## src/shared/e1tx_regs.svh

```systemverilog
// Register offsets, reset values, framing words and timing counts of the E1 transmit framer
//
// Notes on behaviour
// Timeslot 0 grouped over sixteen-frame multiframe
// Even frames carry alignment word 0011011
// Even frames bit 1 carry C1..C4
// Odd bit 1: alignment sequence, then error bits
// Odd frames: bit 2 one, bit 3 alarm
// Odd frames bits 4-8 carry spare values
// Passthrough with CRC4: insert or pass spares
// Multiframe only inserted when enabled
// CRC bits generated only when enabled
// Line coded HDB3 or AMI
// PRBS orders 11 to 23 offered
// Quasi-random sources of order 11, 20
// User pattern 1-32 or 1-2048 bits
// Fixed zeros, ones and alternating patterns
// Repeating 24-bit sparse pattern
// ASCII fox sentence text pattern
// Pattern normal or inverted
// Pattern only in masked timeslots
// Unused timeslots carry configurable idle byte, or received data when overlay is on
// Channel timeslot: none, tone, speech, received
// CAS multiframe in timeslot 30
// Frame of 32 eight-bit timeslots
// Overlay sends received data plus own content
// Timing source selectable, clock presence shown
// HDB3 replaces four zeros, violations alternate
`ifndef E1TX_REGS_SVH
`define E1TX_REGS_SVH

`define E1TX_ADR_CTRL 9'h000
`define E1TX_ADR_PAT 9'h004
`define E1TX_ADR_TSMASK 9'h008
`define E1TX_ADR_FILL 9'h00C
`define E1TX_ADR_USRLEN 9'h010
`define E1TX_ADR_USRSHORT 9'h014
`define E1TX_ADR_CAS 9'h018
`define E1TX_ADR_CHAN 9'h01C
`define E1TX_ADR_STATUS 9'h020
`define E1TX_ADR_USRLONG 9'h100

`define E1TX_CTRL_RST 32'h0000_0007
`define E1TX_PAT_RST 32'h0000_0000

`define E1TX_ACC_STEP 10'h020
`define E1TX_ACC_MOD 10'h271
`define E1TX_CLKLOSS_NS 2000
`define E1TX_CLKLOSS_CYC ((`E1TX_CLKLOSS_NS * 40 + 999) / 1000)

`define E1TX_FAS 7'h1B
`define E1TX_MFAS 6'h0B
`define E1TX_CAS_TS 5'h1E
`define E1TX_CAS_MFAS 8'h0B
`define E1TX_PAT324 24'h110001
`define E1TX_QUASI_RANDOM_SOURCE_RUN 4'hE
`define E1TX_SPEECH 64'h7A5C3E1F2D4B6978
`define E1TX_FOX_TEXT "THE QUICK BROWN FOX JUMPS OVER THE LAZY DOG 1234567890"

`endif

```

## src/shared/e1tx_pkg.sv

```systemverilog
// Types of the E1 transmit framer
package e1tx_pkg;
  typedef enum logic [3:0] {
    PAT_OFF, PAT_USER32, PAT_USER2K, PAT_PRBS, PAT_QRSS11, PAT_QRSS20, PAT_FOX,
    PAT_ZERO, PAT_ONE, PAT_ALT11, PAT_ALT13, PAT_ALT17, PAT_ALT324
  } e1tx_pat_t;
  typedef enum logic [1:0] {CH_OFF, CH_TONE, CH_TRANSP, CH_SPEECH} e1tx_chan_t;
  typedef enum logic [1:0] {TIM_INT, TIM_EXT, TIM_RX} e1tx_tim_t;
endpackage : e1tx_pkg

```

## src/verilog/e1tx_framer.sv

```systemverilog
// E1 transmit framer with pattern generator and line coder
`timescale 1ns/1ps
`default_nettype none
`include "e1tx_regs.svh"

module e1tx_framer
  import e1tx_pkg::*;
(
  input wire logic clk,
  input wire logic sys_rst,
  input wire logic [8:0] regAddr,
  input wire logic [31:0] regWdata,
  input wire logic regWr,
  input wire logic regRd,
  output logic [31:0] regRdata,
  input wire logic extTick,
  input wire logic rxTick,
  input wire logic rxBit,
  output logic linePos,
  output logic lineNeg,
  output logic txBit,
  output logic frameStart
);

  // ----------------------------------------------------------------
  // Software registers
  // ----------------------------------------------------------------
  logic [31:0] ctrl_ff, pat_ff, tsMask_ff, fill_ff, usrShort_ff, cas_ff, chan_ff;
  logic [10:0] usrLen_ff;
  logic [31:0] usrLong_ff [64];
  logic [31:0] regRdata_ff;
  logic mfEn, crcEn, hdb3En, dropIns, saBypass, casEn, invert, remAlarm, overlay;
  e1tx_tim_t timSrc;
  e1tx_pat_t patType;
  e1tx_chan_t chanMode;
  logic [4:0] prbsOrder, casChan, chanTs;
  logic [3:0] casBits, otherBits;
  logic [7:0] idleByte, toneByte;
  logic [4:0] spareVal;
  logic [1:0] eBits;
  logic wrCtrl, wrPat, wrMask, wrFill, wrLen, wrShort, wrCas, wrChan, wrLong;

  assign mfEn = ctrl_ff[0];
  assign crcEn = ctrl_ff[1];
  assign hdb3En = ctrl_ff[2];
  assign dropIns = ctrl_ff[3];
  assign saBypass = ctrl_ff[4];
  assign casEn = ctrl_ff[5];
  assign invert = ctrl_ff[6];
  assign remAlarm = ctrl_ff[7];
  assign timSrc = e1tx_tim_t'(ctrl_ff[9:8]);
  assign chanMode = e1tx_chan_t'(ctrl_ff[11:10]);
  assign patType = e1tx_pat_t'(pat_ff[3:0]);
  assign prbsOrder = pat_ff[8:4];
  assign idleByte = fill_ff[7:0];
  assign spareVal = fill_ff[12:8];
  assign eBits = fill_ff[14:13];
  assign casChan = cas_ff[4:0];
  assign casBits = cas_ff[8:5];
  assign otherBits = cas_ff[12:9];
  assign chanTs = chan_ff[4:0];
  assign toneByte = chan_ff[12:5];
  assign overlay = dropIns | (chanMode == CH_SPEECH); // see R20

  assign wrCtrl = regWr && regAddr == `E1TX_ADR_CTRL;
  assign wrPat = regWr && regAddr == `E1TX_ADR_PAT;
  assign wrMask = regWr && regAddr == `E1TX_ADR_TSMASK;
  assign wrFill = regWr && regAddr == `E1TX_ADR_FILL;
  assign wrLen = regWr && regAddr == `E1TX_ADR_USRLEN;
  assign wrShort = regWr && regAddr == `E1TX_ADR_USRSHORT;
  assign wrCas = regWr && regAddr == `E1TX_ADR_CAS;
  assign wrChan = regWr && regAddr == `E1TX_ADR_CHAN;
  assign wrLong = regWr && regAddr[8];

  always_ff @(posedge clk)
  begin
    if (sys_rst)
    begin
      ctrl_ff <= `E1TX_CTRL_RST;
      pat_ff <= `E1TX_PAT_RST;
      tsMask_ff <= 32'h0000_0000;
      fill_ff <= 32'h0000_7FFF;
      usrLen_ff <= 11'h000;
      usrShort_ff <= 32'h0000_0000;
      cas_ff <= 32'h0000_0000;
      chan_ff <= 32'h0000_0000;
    end
    else
    begin
      if (wrCtrl) ctrl_ff <= regWdata;
      if (wrPat) pat_ff <= regWdata;
      if (wrMask) tsMask_ff <= regWdata;
      if (wrFill) fill_ff <= regWdata;
      if (wrLen) usrLen_ff <= regWdata[10:0];
      if (wrShort) usrShort_ff <= regWdata;
      if (wrCas) cas_ff <= regWdata;
      if (wrChan) chan_ff <= regWdata;
    end
  end

  // Long user pattern store, no reset needed
  always_ff @(posedge clk)
  begin
    if (wrLong) usrLong_ff[regAddr[7:2]] <= regWdata;
  end

  // ----------------------------------------------------------------
  // Bit timing and clock presence
  // ----------------------------------------------------------------
  logic [9:0] acc_ff, nxt_acc;
  logic intTick, bitTick, accWrap;
  logic [7:0] extAge_ff, rxAge_ff;
  logic extPresent, rxPresent;

  assign accWrap = acc_ff + `E1TX_ACC_STEP >= `E1TX_ACC_MOD;
  assign nxt_acc = accWrap ? acc_ff + `E1TX_ACC_STEP - `E1TX_ACC_MOD : acc_ff + `E1TX_ACC_STEP;
  assign intTick = accWrap;
  assign bitTick = (timSrc == TIM_EXT) ? extTick :
                   (timSrc == TIM_RX) ? rxTick : intTick;
  assign extPresent = extAge_ff < 8'(`E1TX_CLKLOSS_CYC);
  assign rxPresent = rxAge_ff < 8'(`E1TX_CLKLOSS_CYC);

  always_ff @(posedge clk)
  begin
    if (sys_rst)
    begin
      acc_ff <= 10'h000;
      extAge_ff <= 8'hFF;
      rxAge_ff <= 8'hFF;
    end
    else
    begin
      acc_ff <= nxt_acc;
      extAge_ff <= extTick ? 8'h00 : (extPresent ? extAge_ff + 8'h01 : extAge_ff);
      rxAge_ff <= rxTick ? 8'h00 : (rxPresent ? rxAge_ff + 8'h01 : rxAge_ff);
    end
  end

  // ----------------------------------------------------------------
  // Frame position counters
  // ----------------------------------------------------------------
  logic [2:0] bitCnt_ff;
  logic [4:0] tsCnt_ff;
  logic [3:0] frmCnt_ff;
  logic tsEnd, frmEnd, smfEnd;

  assign tsEnd = bitCnt_ff == 3'h7;
  assign frmEnd = tsEnd && tsCnt_ff == 5'h1F;
  assign smfEnd = frmEnd && frmCnt_ff[2:0] == 3'h7;

  always_ff @(posedge clk)
  begin
    if (sys_rst)
    begin
      bitCnt_ff <= 3'h0;
      tsCnt_ff <= 5'h00;
      frmCnt_ff <= 4'h0;
    end
    else if (bitTick)
    begin
      bitCnt_ff <= bitCnt_ff + 3'h1;
      if (tsEnd) tsCnt_ff <= tsCnt_ff + 5'h01;
      if (frmEnd) frmCnt_ff <= frmCnt_ff + 4'h1;
    end
  end

  // ----------------------------------------------------------------
  // Pattern generator
  // ----------------------------------------------------------------
  localparam logic [431:0] FoxText = `E1TX_FOX_TEXT;
  localparam logic [6:0] FasWord = `E1TX_FAS;
  localparam logic [5:0] MfasWord = `E1TX_MFAS;
  localparam logic [23:0] Sparse324 = `E1TX_PAT324;
  localparam logic [63:0] SpeechSeq = `E1TX_SPEECH;

  function automatic logic [22:0] prbsTaps(input logic [4:0] order);
    case (order)
      5'd11: prbsTaps = 23'h000500;
      5'd12: prbsTaps = 23'h000E08;
      5'd13: prbsTaps = 23'h001C80;
      5'd14: prbsTaps = 23'h003802;
      5'd15: prbsTaps = 23'h006000;
      5'd16: prbsTaps = 23'h00D008;
      5'd17: prbsTaps = 23'h012000;
      5'd18: prbsTaps = 23'h020400;
      5'd19: prbsTaps = 23'h072000;
      5'd20: prbsTaps = 23'h080004;
      5'd21: prbsTaps = 23'h140000;
      5'd22: prbsTaps = 23'h300000;
      default: prbsTaps = 23'h420000;
    endcase
  endfunction : prbsTaps

  logic [22:0] lfsr_ff, nxt_lfsr, tapMask;
  logic [4:0] order, orderIdx;
  logic [10:0] patIdx_ff, patWrap;
  logic [3:0] zeroRun_ff;
  logic lfsrBit, qrssBit, rawPat, patBit, patAdv, usrBit;

  assign order = (patType == PAT_QRSS11) ? 5'd11 :
                 (patType == PAT_QRSS20) ? 5'd20 :
                 (prbsOrder < 5'd11 || prbsOrder > 5'd23) ? 5'd23 : prbsOrder;
  assign tapMask = (patType == PAT_QRSS20) ? 23'h090000 : prbsTaps(order);
  assign orderIdx = order - 5'd1;
  assign lfsrBit = lfsr_ff[orderIdx];
  assign qrssBit = lfsrBit | (zeroRun_ff >= `E1TX_QUASI_RANDOM_SOURCE_RUN);
  assign nxt_lfsr = (lfsr_ff == 23'h000000) ? 23'h7FFFFF : {lfsr_ff[21:0], ^(lfsr_ff & tapMask)};
  assign usrBit = (patType == PAT_USER32) ? usrShort_ff[5'h1F - patIdx_ff[4:0]] :
                  usrLong_ff[patIdx_ff[10:5]][5'h1F - patIdx_ff[4:0]];
  assign patWrap = (patType == PAT_USER32) ? {6'h00, usrLen_ff[4:0]} :
                   (patType == PAT_USER2K) ? usrLen_ff :
                   (patType == PAT_ALT324) ? 11'd23 :
                   (patType == PAT_FOX) ? 11'd431 : 11'h7FF;

  always_comb
  begin
    case (patType)
      PAT_USER32, PAT_USER2K: rawPat = usrBit;
      PAT_PRBS, PAT_QRSS11: rawPat = lfsrBit; // see R11
      PAT_QRSS20: rawPat = qrssBit;
      PAT_FOX: rawPat = FoxText[9'd431 - patIdx_ff[8:0]];
      PAT_ONE: rawPat = 1'b1;
      PAT_ALT11: rawPat = patIdx_ff[0];
      PAT_ALT13: rawPat = patIdx_ff[1:0] == 2'h0;
      PAT_ALT17: rawPat = patIdx_ff[2:0] == 3'h0;
      PAT_ALT324: rawPat = Sparse324[5'd23 - patIdx_ff[4:0]];
      default: rawPat = 1'b0;
    endcase
  end

  assign patBit = rawPat ^ invert;

  always_ff @(posedge clk)
  begin
    if (sys_rst || wrPat)
    begin
      lfsr_ff <= 23'h7FFFFF;
      patIdx_ff <= 11'h000;
      zeroRun_ff <= 4'h0;
    end
    else if (patAdv)
    begin
      lfsr_ff <= nxt_lfsr;
      patIdx_ff <= (patIdx_ff >= patWrap) ? 11'h000 : patIdx_ff + 11'h001;
      zeroRun_ff <= qrssBit ? 4'h0 : zeroRun_ff + 4'h1;
    end
  end

  // ----------------------------------------------------------------
  // Timeslot 0 framing and CRC4
  // ----------------------------------------------------------------
  logic [3:0] crc_ff, crcHold_ff, nxt_crc;
  logic oddFrm, ts0Bit, cBit, mfasBit, crcIn, frmBit;
  logic [2:0] posOdd;

  assign oddFrm = frmCnt_ff[0];
  assign cBit = crcEn ? crcHold_ff[2'h3 - frmCnt_ff[2:1]] : 1'b1; // see R3
  assign mfasBit = !crcEn ? 1'b1 :
                   (frmCnt_ff >= 4'hD) ? eBits[~frmCnt_ff[1]] :
                   MfasWord[3'h5 - frmCnt_ff[3:1]];
  assign posOdd = bitCnt_ff - 3'h3;

  always_comb
  begin
    if (!oddFrm)
      ts0Bit = (bitCnt_ff == 3'h0) ? cBit : FasWord[3'h7 - bitCnt_ff];
    else if (bitCnt_ff == 3'h0)
      ts0Bit = mfasBit;
    else if (bitCnt_ff == 3'h1)
      ts0Bit = 1'b1;
    else if (bitCnt_ff == 3'h2)
      ts0Bit = remAlarm;
    else if (overlay && saBypass && crcEn)
      ts0Bit = rxBit;
    else
      ts0Bit = spareVal[3'h4 - posOdd];
  end

  // C-bit positions enter the check as zero
  assign crcIn = (mfEn && tsCnt_ff == 5'h00 && !oddFrm && bitCnt_ff == 3'h0) ? 1'b0 : frmBit;
  assign nxt_crc = {crc_ff[2:0], 1'b0} ^ ((crc_ff[3] ^ crcIn) ? 4'h3 : 4'h0);

  always_ff @(posedge clk)
  begin
    if (sys_rst)
    begin
      crc_ff <= 4'h0;
      crcHold_ff <= 4'h0;
    end
    else if (bitTick)
    begin
      crc_ff <= smfEnd ? 4'h0 : nxt_crc;
      if (smfEnd) crcHold_ff <= nxt_crc;
    end
  end

  // ----------------------------------------------------------------
  // Timeslot selection
  // ----------------------------------------------------------------
  logic isFrm, isCas, isChan, isPat, chanBit, casBit, fillBit;
  logic [3:0] sigHi, sigLo;
  logic [4:0] chHi;
  logic [7:0] casByte, speechByte;
  logic [5:0] spIdx;

  assign isFrm = mfEn && tsCnt_ff == 5'h00;
  assign isCas = casEn && tsCnt_ff == `E1TX_CAS_TS;
  assign isChan = chanMode != CH_OFF && tsCnt_ff == chanTs;
  assign isPat = patType != PAT_OFF && tsMask_ff[tsCnt_ff];
  assign chHi = {1'b0, frmCnt_ff} + 5'd15;
  assign sigHi = ({1'b0, frmCnt_ff} == casChan) ? casBits : otherBits;
  assign sigLo = (chHi == casChan) ? casBits : otherBits;
  assign casByte = (frmCnt_ff == 4'h0) ? `E1TX_CAS_MFAS : {sigHi, sigLo};
  assign casBit = casByte[3'h7 - bitCnt_ff];
  assign spIdx = {frmCnt_ff[2:0], 3'h0};
  assign speechByte = SpeechSeq[6'd56 - spIdx +: 8];
  assign chanBit = (chanMode == CH_TONE) ? toneByte[3'h7 - bitCnt_ff] :
                   (chanMode == CH_SPEECH) ? speechByte[3'h7 - bitCnt_ff] : rxBit;
  assign fillBit = overlay ? rxBit : idleByte[3'h7 - bitCnt_ff]; // see R19
  assign frmBit = isFrm ? ts0Bit : isCas ? casBit : isChan ? chanBit :
                  isPat ? patBit : fillBit;
  assign patAdv = bitTick && !isFrm && !isCas && !isChan && isPat;

  // ----------------------------------------------------------------
  // Line coder: codes 0 space, 1 mark, 2 violation
  // ----------------------------------------------------------------
  logic [7:0] hdbSr_ff, shifted, nxt_sr;
  logic lastPol_ff, oddMarks_ff, subst, nxt_odd;
  logic [1:0] outCode;
  logic pulsePol;

  assign shifted = {hdbSr_ff[5:0], 1'b0, frmBit};
  assign subst = hdb3En && !frmBit && hdbSr_ff[5:0] == 6'h00;
  assign nxt_sr = !subst ? shifted :
                  oddMarks_ff ? {shifted[7:2], 2'h2} :
                  {2'h1, shifted[5:2], 2'h2};
  assign nxt_odd = subst ? 1'b0 : (oddMarks_ff ^ frmBit);
  assign outCode = hdbSr_ff[7:6];
  assign pulsePol = (outCode == 2'h2) ? lastPol_ff : ~lastPol_ff;

  always_ff @(posedge clk)
  begin
    if (sys_rst)
    begin
      hdbSr_ff <= 8'h00;
      lastPol_ff <= 1'b0;
      oddMarks_ff <= 1'b0;
      linePos <= 1'b0;
      lineNeg <= 1'b0;
      txBit <= 1'b0;
      frameStart <= 1'b0;
    end
    else if (bitTick)
    begin
      hdbSr_ff <= nxt_sr;
      oddMarks_ff <= nxt_odd;
      if (outCode != 2'h0) lastPol_ff <= pulsePol;
      linePos <= outCode != 2'h0 && pulsePol;
      lineNeg <= outCode != 2'h0 && !pulsePol;
      txBit <= frmBit;
      frameStart <= tsCnt_ff == 5'h00 && bitCnt_ff == 3'h0;
    end
  end

  // ----------------------------------------------------------------
  // Read port
  // ----------------------------------------------------------------
  logic [31:0] rdMux;

  always_comb
  begin
    case (regAddr)
      `E1TX_ADR_CTRL: rdMux = ctrl_ff;
      `E1TX_ADR_PAT: rdMux = pat_ff;
      `E1TX_ADR_TSMASK: rdMux = tsMask_ff;
      `E1TX_ADR_FILL: rdMux = fill_ff;
      `E1TX_ADR_USRLEN: rdMux = {21'h000000, usrLen_ff};
      `E1TX_ADR_USRSHORT: rdMux = usrShort_ff;
      `E1TX_ADR_CAS: rdMux = cas_ff;
      `E1TX_ADR_CHAN: rdMux = chan_ff;
      `E1TX_ADR_STATUS: rdMux = {26'h0000000, frmCnt_ff, rxPresent, extPresent};
      default: rdMux = regAddr[8] ? usrLong_ff[regAddr[7:2]] : 32'h0000_0000;
    endcase
  end

  always_ff @(posedge clk)
  begin
    if (sys_rst) regRdata_ff <= 32'h0000_0000;
    else regRdata_ff <= regRd ? rdMux : 32'h0000_0000;
  end

  assign regRdata = regRdata_ff;

endmodule : e1tx_framer
`default_nettype wire
```

## config.mk

```make
export PLATFORM = sky130hd
export DESIGN_NAME = e1tx_framer
export DESIGN_NICKNAME = d
export VERILOG_FILES = /design/src/shared/e1tx_pkg.sv /design/src/verilog/e1tx_framer.sv
export VERILOG_INCLUDE_DIRS = /design/src /design/src/shared
export SDC_FILE = /design/constraint.sdc
export NUM_CORES = 2
export LEC_CHECK = 0
export BUFFER_PORTS_ARGS = -buffer_cell sky130_fd_sc_hd__buf_2
export CAP_MARGIN = 20
export CORE_MARGIN = 2
export CORE_UTILIZATION = 25
export DETAILED_ROUTE_END_ITERATION = 7
export SLEW_MARGIN = 25
export SYNTH_ARGS = -nofsm -noshare
export SYNTH_HDL_FRONTEND = slang
export SYNTH_SLANG_ARGS = --single-unit
```

## constraint.sdc

```tcl
create_clock -name clk -period 6.02 [get_ports clk]
set_clock_uncertainty 0.1 [all_clocks]
set_input_delay 0.602 -clock clk [delete_from_list [all_inputs] [get_ports clk]]
set_output_delay 0.602 -clock clk [all_outputs]
set_load 0.03 [all_outputs]
```

==> impl_metrics.toml <==
[pwr]
p_sw_mw = 8.071
switching_share = 0.2262
p_leak_nw = 39.90
intPower_mw = 27.60
p_per_area_nw_per_um2 = 270.2
ir_drop_mv = 0.2923
pwr-share-seq = 0.512
combPwrFrac = 0.051
clockPowerShare = 0.437

[detailed_routing]
drc = 0
dr.pass1.iters = 7
post_drt_via_cell_ratio = 5.821
num_vias = 77580
drtAntennaViolNets = 0
wl_per_cell_um = 34.32
drt_iter0_drc = 15660
wl_um = 457400

[global_route]
grt.overflow.total = 0
grt_use_met2 = 0.2824
grt-busiest-layer = "met2"
grt_pass1_wl_um = 618800
grt_start_max_net_pins = 127
antenna_found_initial = 56
grt_pass1_vias = 73260
grt_util_all_layers = 0.1908
use_met1 = 0.2449
met3_usage = 0.06876

[setup_path]
crit_path_max_fanout = 48
arrival_ns = 6.57
crit_required_ns = 6.64
worstRegToRegCells = 14
reg2reg_to = "crcHold_ff[1]$_SDFFE_PP0P_"
rrSetupSlack_ns = 0.07
start_kind = "flop"
endpoint_kind = "flop"
crit_type = "reg2reg"

[timing]
rsz0062_at_grt = "false"
tns_ns = 0
finalSetupViolations = 0
slew_viol_final = 0
tightestPinTransition_ns = 1.230
max_freq_mhz = 168.1
relSlewSlack = 0.1781
hold_viol_final = 0
post-route-min-period_ns = 5.947
finalCritPeriodShare = 0.9879

[synth]
syn_area_um2 = 113700
ys_seq_area_frac = 0.6060
yosysWarnings = 0
ys_ff_latch = 2419
synthCells = 6911
synthArstFlopShare = 0
synthDistinctLibCells = 87
synth_area_per_cell_um2 = 16.46
synth_fp_nets = 7013
synth_edf_count = 2048
synth_ff_type = "edfxtp_1"

[placed_design]
gp_congestion = 0.9624
io_buffers = 83
hpwlAfterDp_um = 288600

[outcome]
status = "finished, final reports clean"

[clock_tree]
clk_path_buf_depth = 4
clk-insertion-delay-late_ns = 1.01
cts.root.buffer_cell = "clkbuf_16"
clk_pin_slew_worst_paths_ns = 0.07
cts.sinks = 2419
cts_buffers = 249
htree_levels = 4
cts_tree = "yes"

[final_layout]
multi_input_area_um2 = 42800
area_delta_synth_final_pct = 16.09
largest_register_ffs = 2048
seq_area_um2 = 68950
post_route_cells_drive_above_1_share = 0.2958
fin_nets = 7233
num-fill-cells = 44250
fin_util = 0.2916

[worst_hold_path]
holdCritPathClass = "in2reg"
hold_start = "regWdata[4]"
holdPathEnd = "usrLong_ff[28][4]$_DFFE_PP_"
hold_depth = 1

[floorplanning]
die_h_um = 678.5
die_area_um2 = 460300
initial_utilization = 0.2512
row_count = 247
io_pins = 84
die_w_um = 678.5
coreArea_um2 = 452800

[run]
cap_viol_max_count = 0
==> cells in the final DEF (no fill, tap or decap), types with 24 or more instances in the layout <==
master,instances
edfxtp_1,2048
mux4_2,1123
nand2_1,727
dfxtp_1,363
buf_4,356
a21oi_1,330
clkbuf_16,255
mux2i_1,236
nor2_1,168
o21ai_0,109
a22oi_1,106
nand3_1,75
buf_2,74
nor3_1,69
buf_12,69
nor2_4,66
o22ai_1,63
ha_1,54
clkbuf_1,50
mux2_2,48
clkinv_1,42
xnor2_1,41
nand2b_1,40
a221oi_1,40
a31oi_1,39
clkinv_2,39
nor2b_1,38
inv_1,36
and2_1,35
nand4_1,34
a222oi_1,31
diode_2,29
xor2_1,28
o211ai_1,26
nand3b_1,25
a211oi_1,24
==> timing repair <==
action                                 in CTS  in global routing
gates resized for setup                     0                  1
endpoints found under the hold margin       6                  0
setup endpoints to repair                   0                  8
setup buffers                               0                  0
hold buffers                                4                  0
==> cells by family (layout without fill, tap and decap cells) <==
group / count (synthesis) / count (layout) / share of synthesized area
adders and majority gates: 54 / 54 / 0.005941
and+or+nand+nor: 1407 / 1407 / 0.05570
muxes: 1409 / 1409 / 0.2481
AOI/OAI and AO/OA: 965 / 965 / 0.05605
other: 0 / 29 / 0
DFF: 2419 / 2419 / 0.6060
xor gates and xnor gates: 69 / 69 / 0.005314
buffers and inverters: 588 / 1000 / 0.02286
==> synthesized netlist by cell type (75+ instances only) <==
cell type     n  area share
o21ai_0     109      0.0048
edfxtp_1   2048        0.54
buf_2       103      0.0045
dfxtp_1     371       0.065
a22oi_1     106      0.0070
a21oi_1     330       0.015
mux2i_1     238       0.021
mux4_2     1123        0.22
nor2_1      243      0.0080
clkbuf_1    297      0.0098
nand3_1      75      0.0033
buf_1        88      0.0029
nand2_1     727       0.024
==> worst max-delay path: stages, from the launching register on <==
cell,delay [ns]
dfxtp_4,0.85
buf_12,0.44
buf_12,0.25
mux4_2,0.55
a32oi_1,0.63
o2111ai_1,0.25
nor4_2,0.71
and4b_1,0.35
a31oi_1,0.11
buf_4,0.24
a221oi_2,0.40
xor2_1,0.15
a41o_2,0.33
o21ai_1,0.22
a311oi_2,0.13
==> per-stage QoR <==
stage	cell area (um^2)	std cells	power [mW]	setup WS (ns)	hold slack [ns]
final	132000	13330	35.68	0.07266	0.04961
after global routing	132000	13300	36.42	0.01519	0.06605
after CTS	131900	13300	35.71	0.2374	0.009444
after detailed placement	123900	12850	20.37	0.2437	0.3404
after global placement	123900	12850	20.33	0.2879	0.3353
after floorplan	113700	6911	19.49	0.6945	0.3273
==> worst max-delay path by stage <==
stage	to	depth (start not counted)
2_1_floorplan	usrLong_ff[29][0]$_DFFE_PP_	10
6_report	crcHold_ff[1]$_SDFFE_PP0P_	14
4_1_cts	crcHold_ff[1]$_SDFFE_PP0P_	14
5_1_grt	crcHold_ff[1]$_SDFFE_PP0P_	17
3_3_place_gp	crc_ff[0]$_SDFFE_PP0N_	14
3_5_place_dp	crc_ff[0]$_SDFFE_PP0N_	14
==> area by class of cell <==
type                       count  area share
timing repair buffer         513     0.03490
clock inverter               131    0.009875
sequential                  2419      0.5222
tap                         5976     0.05663
inverter                      44    0.001251
antenna                       29   0.0005496
clock buffer                 312     0.05037
multi-input combinational   3904      0.3242
==> power by group through the flow <==
| stage | combinational (mW) | sequential [mW] | clock [mW] |
|---|---|---|---|
| after floorplan | 0.868 | 18.6 | 0 |
| after global placement | 1.73 | 18.6 | 0 |
| after detailed placement | 1.76 | 18.6 | 0 |
| after CTS | 1.76 | 18.3 | 15.7 |
| after global routing | 1.85 | 18.3 | 16.3 |
| final | 1.81 | 18.3 | 15.6 |
==> routing by layer <==
metal	vias up	share of wire
met4	38	0.061
li1	28830	-
met2	7001	0.43
met5	-	0.00075
met3	1323	0.15
met1	40390	0.36
No activity file was read; power rests on OpenSTA's default activity.
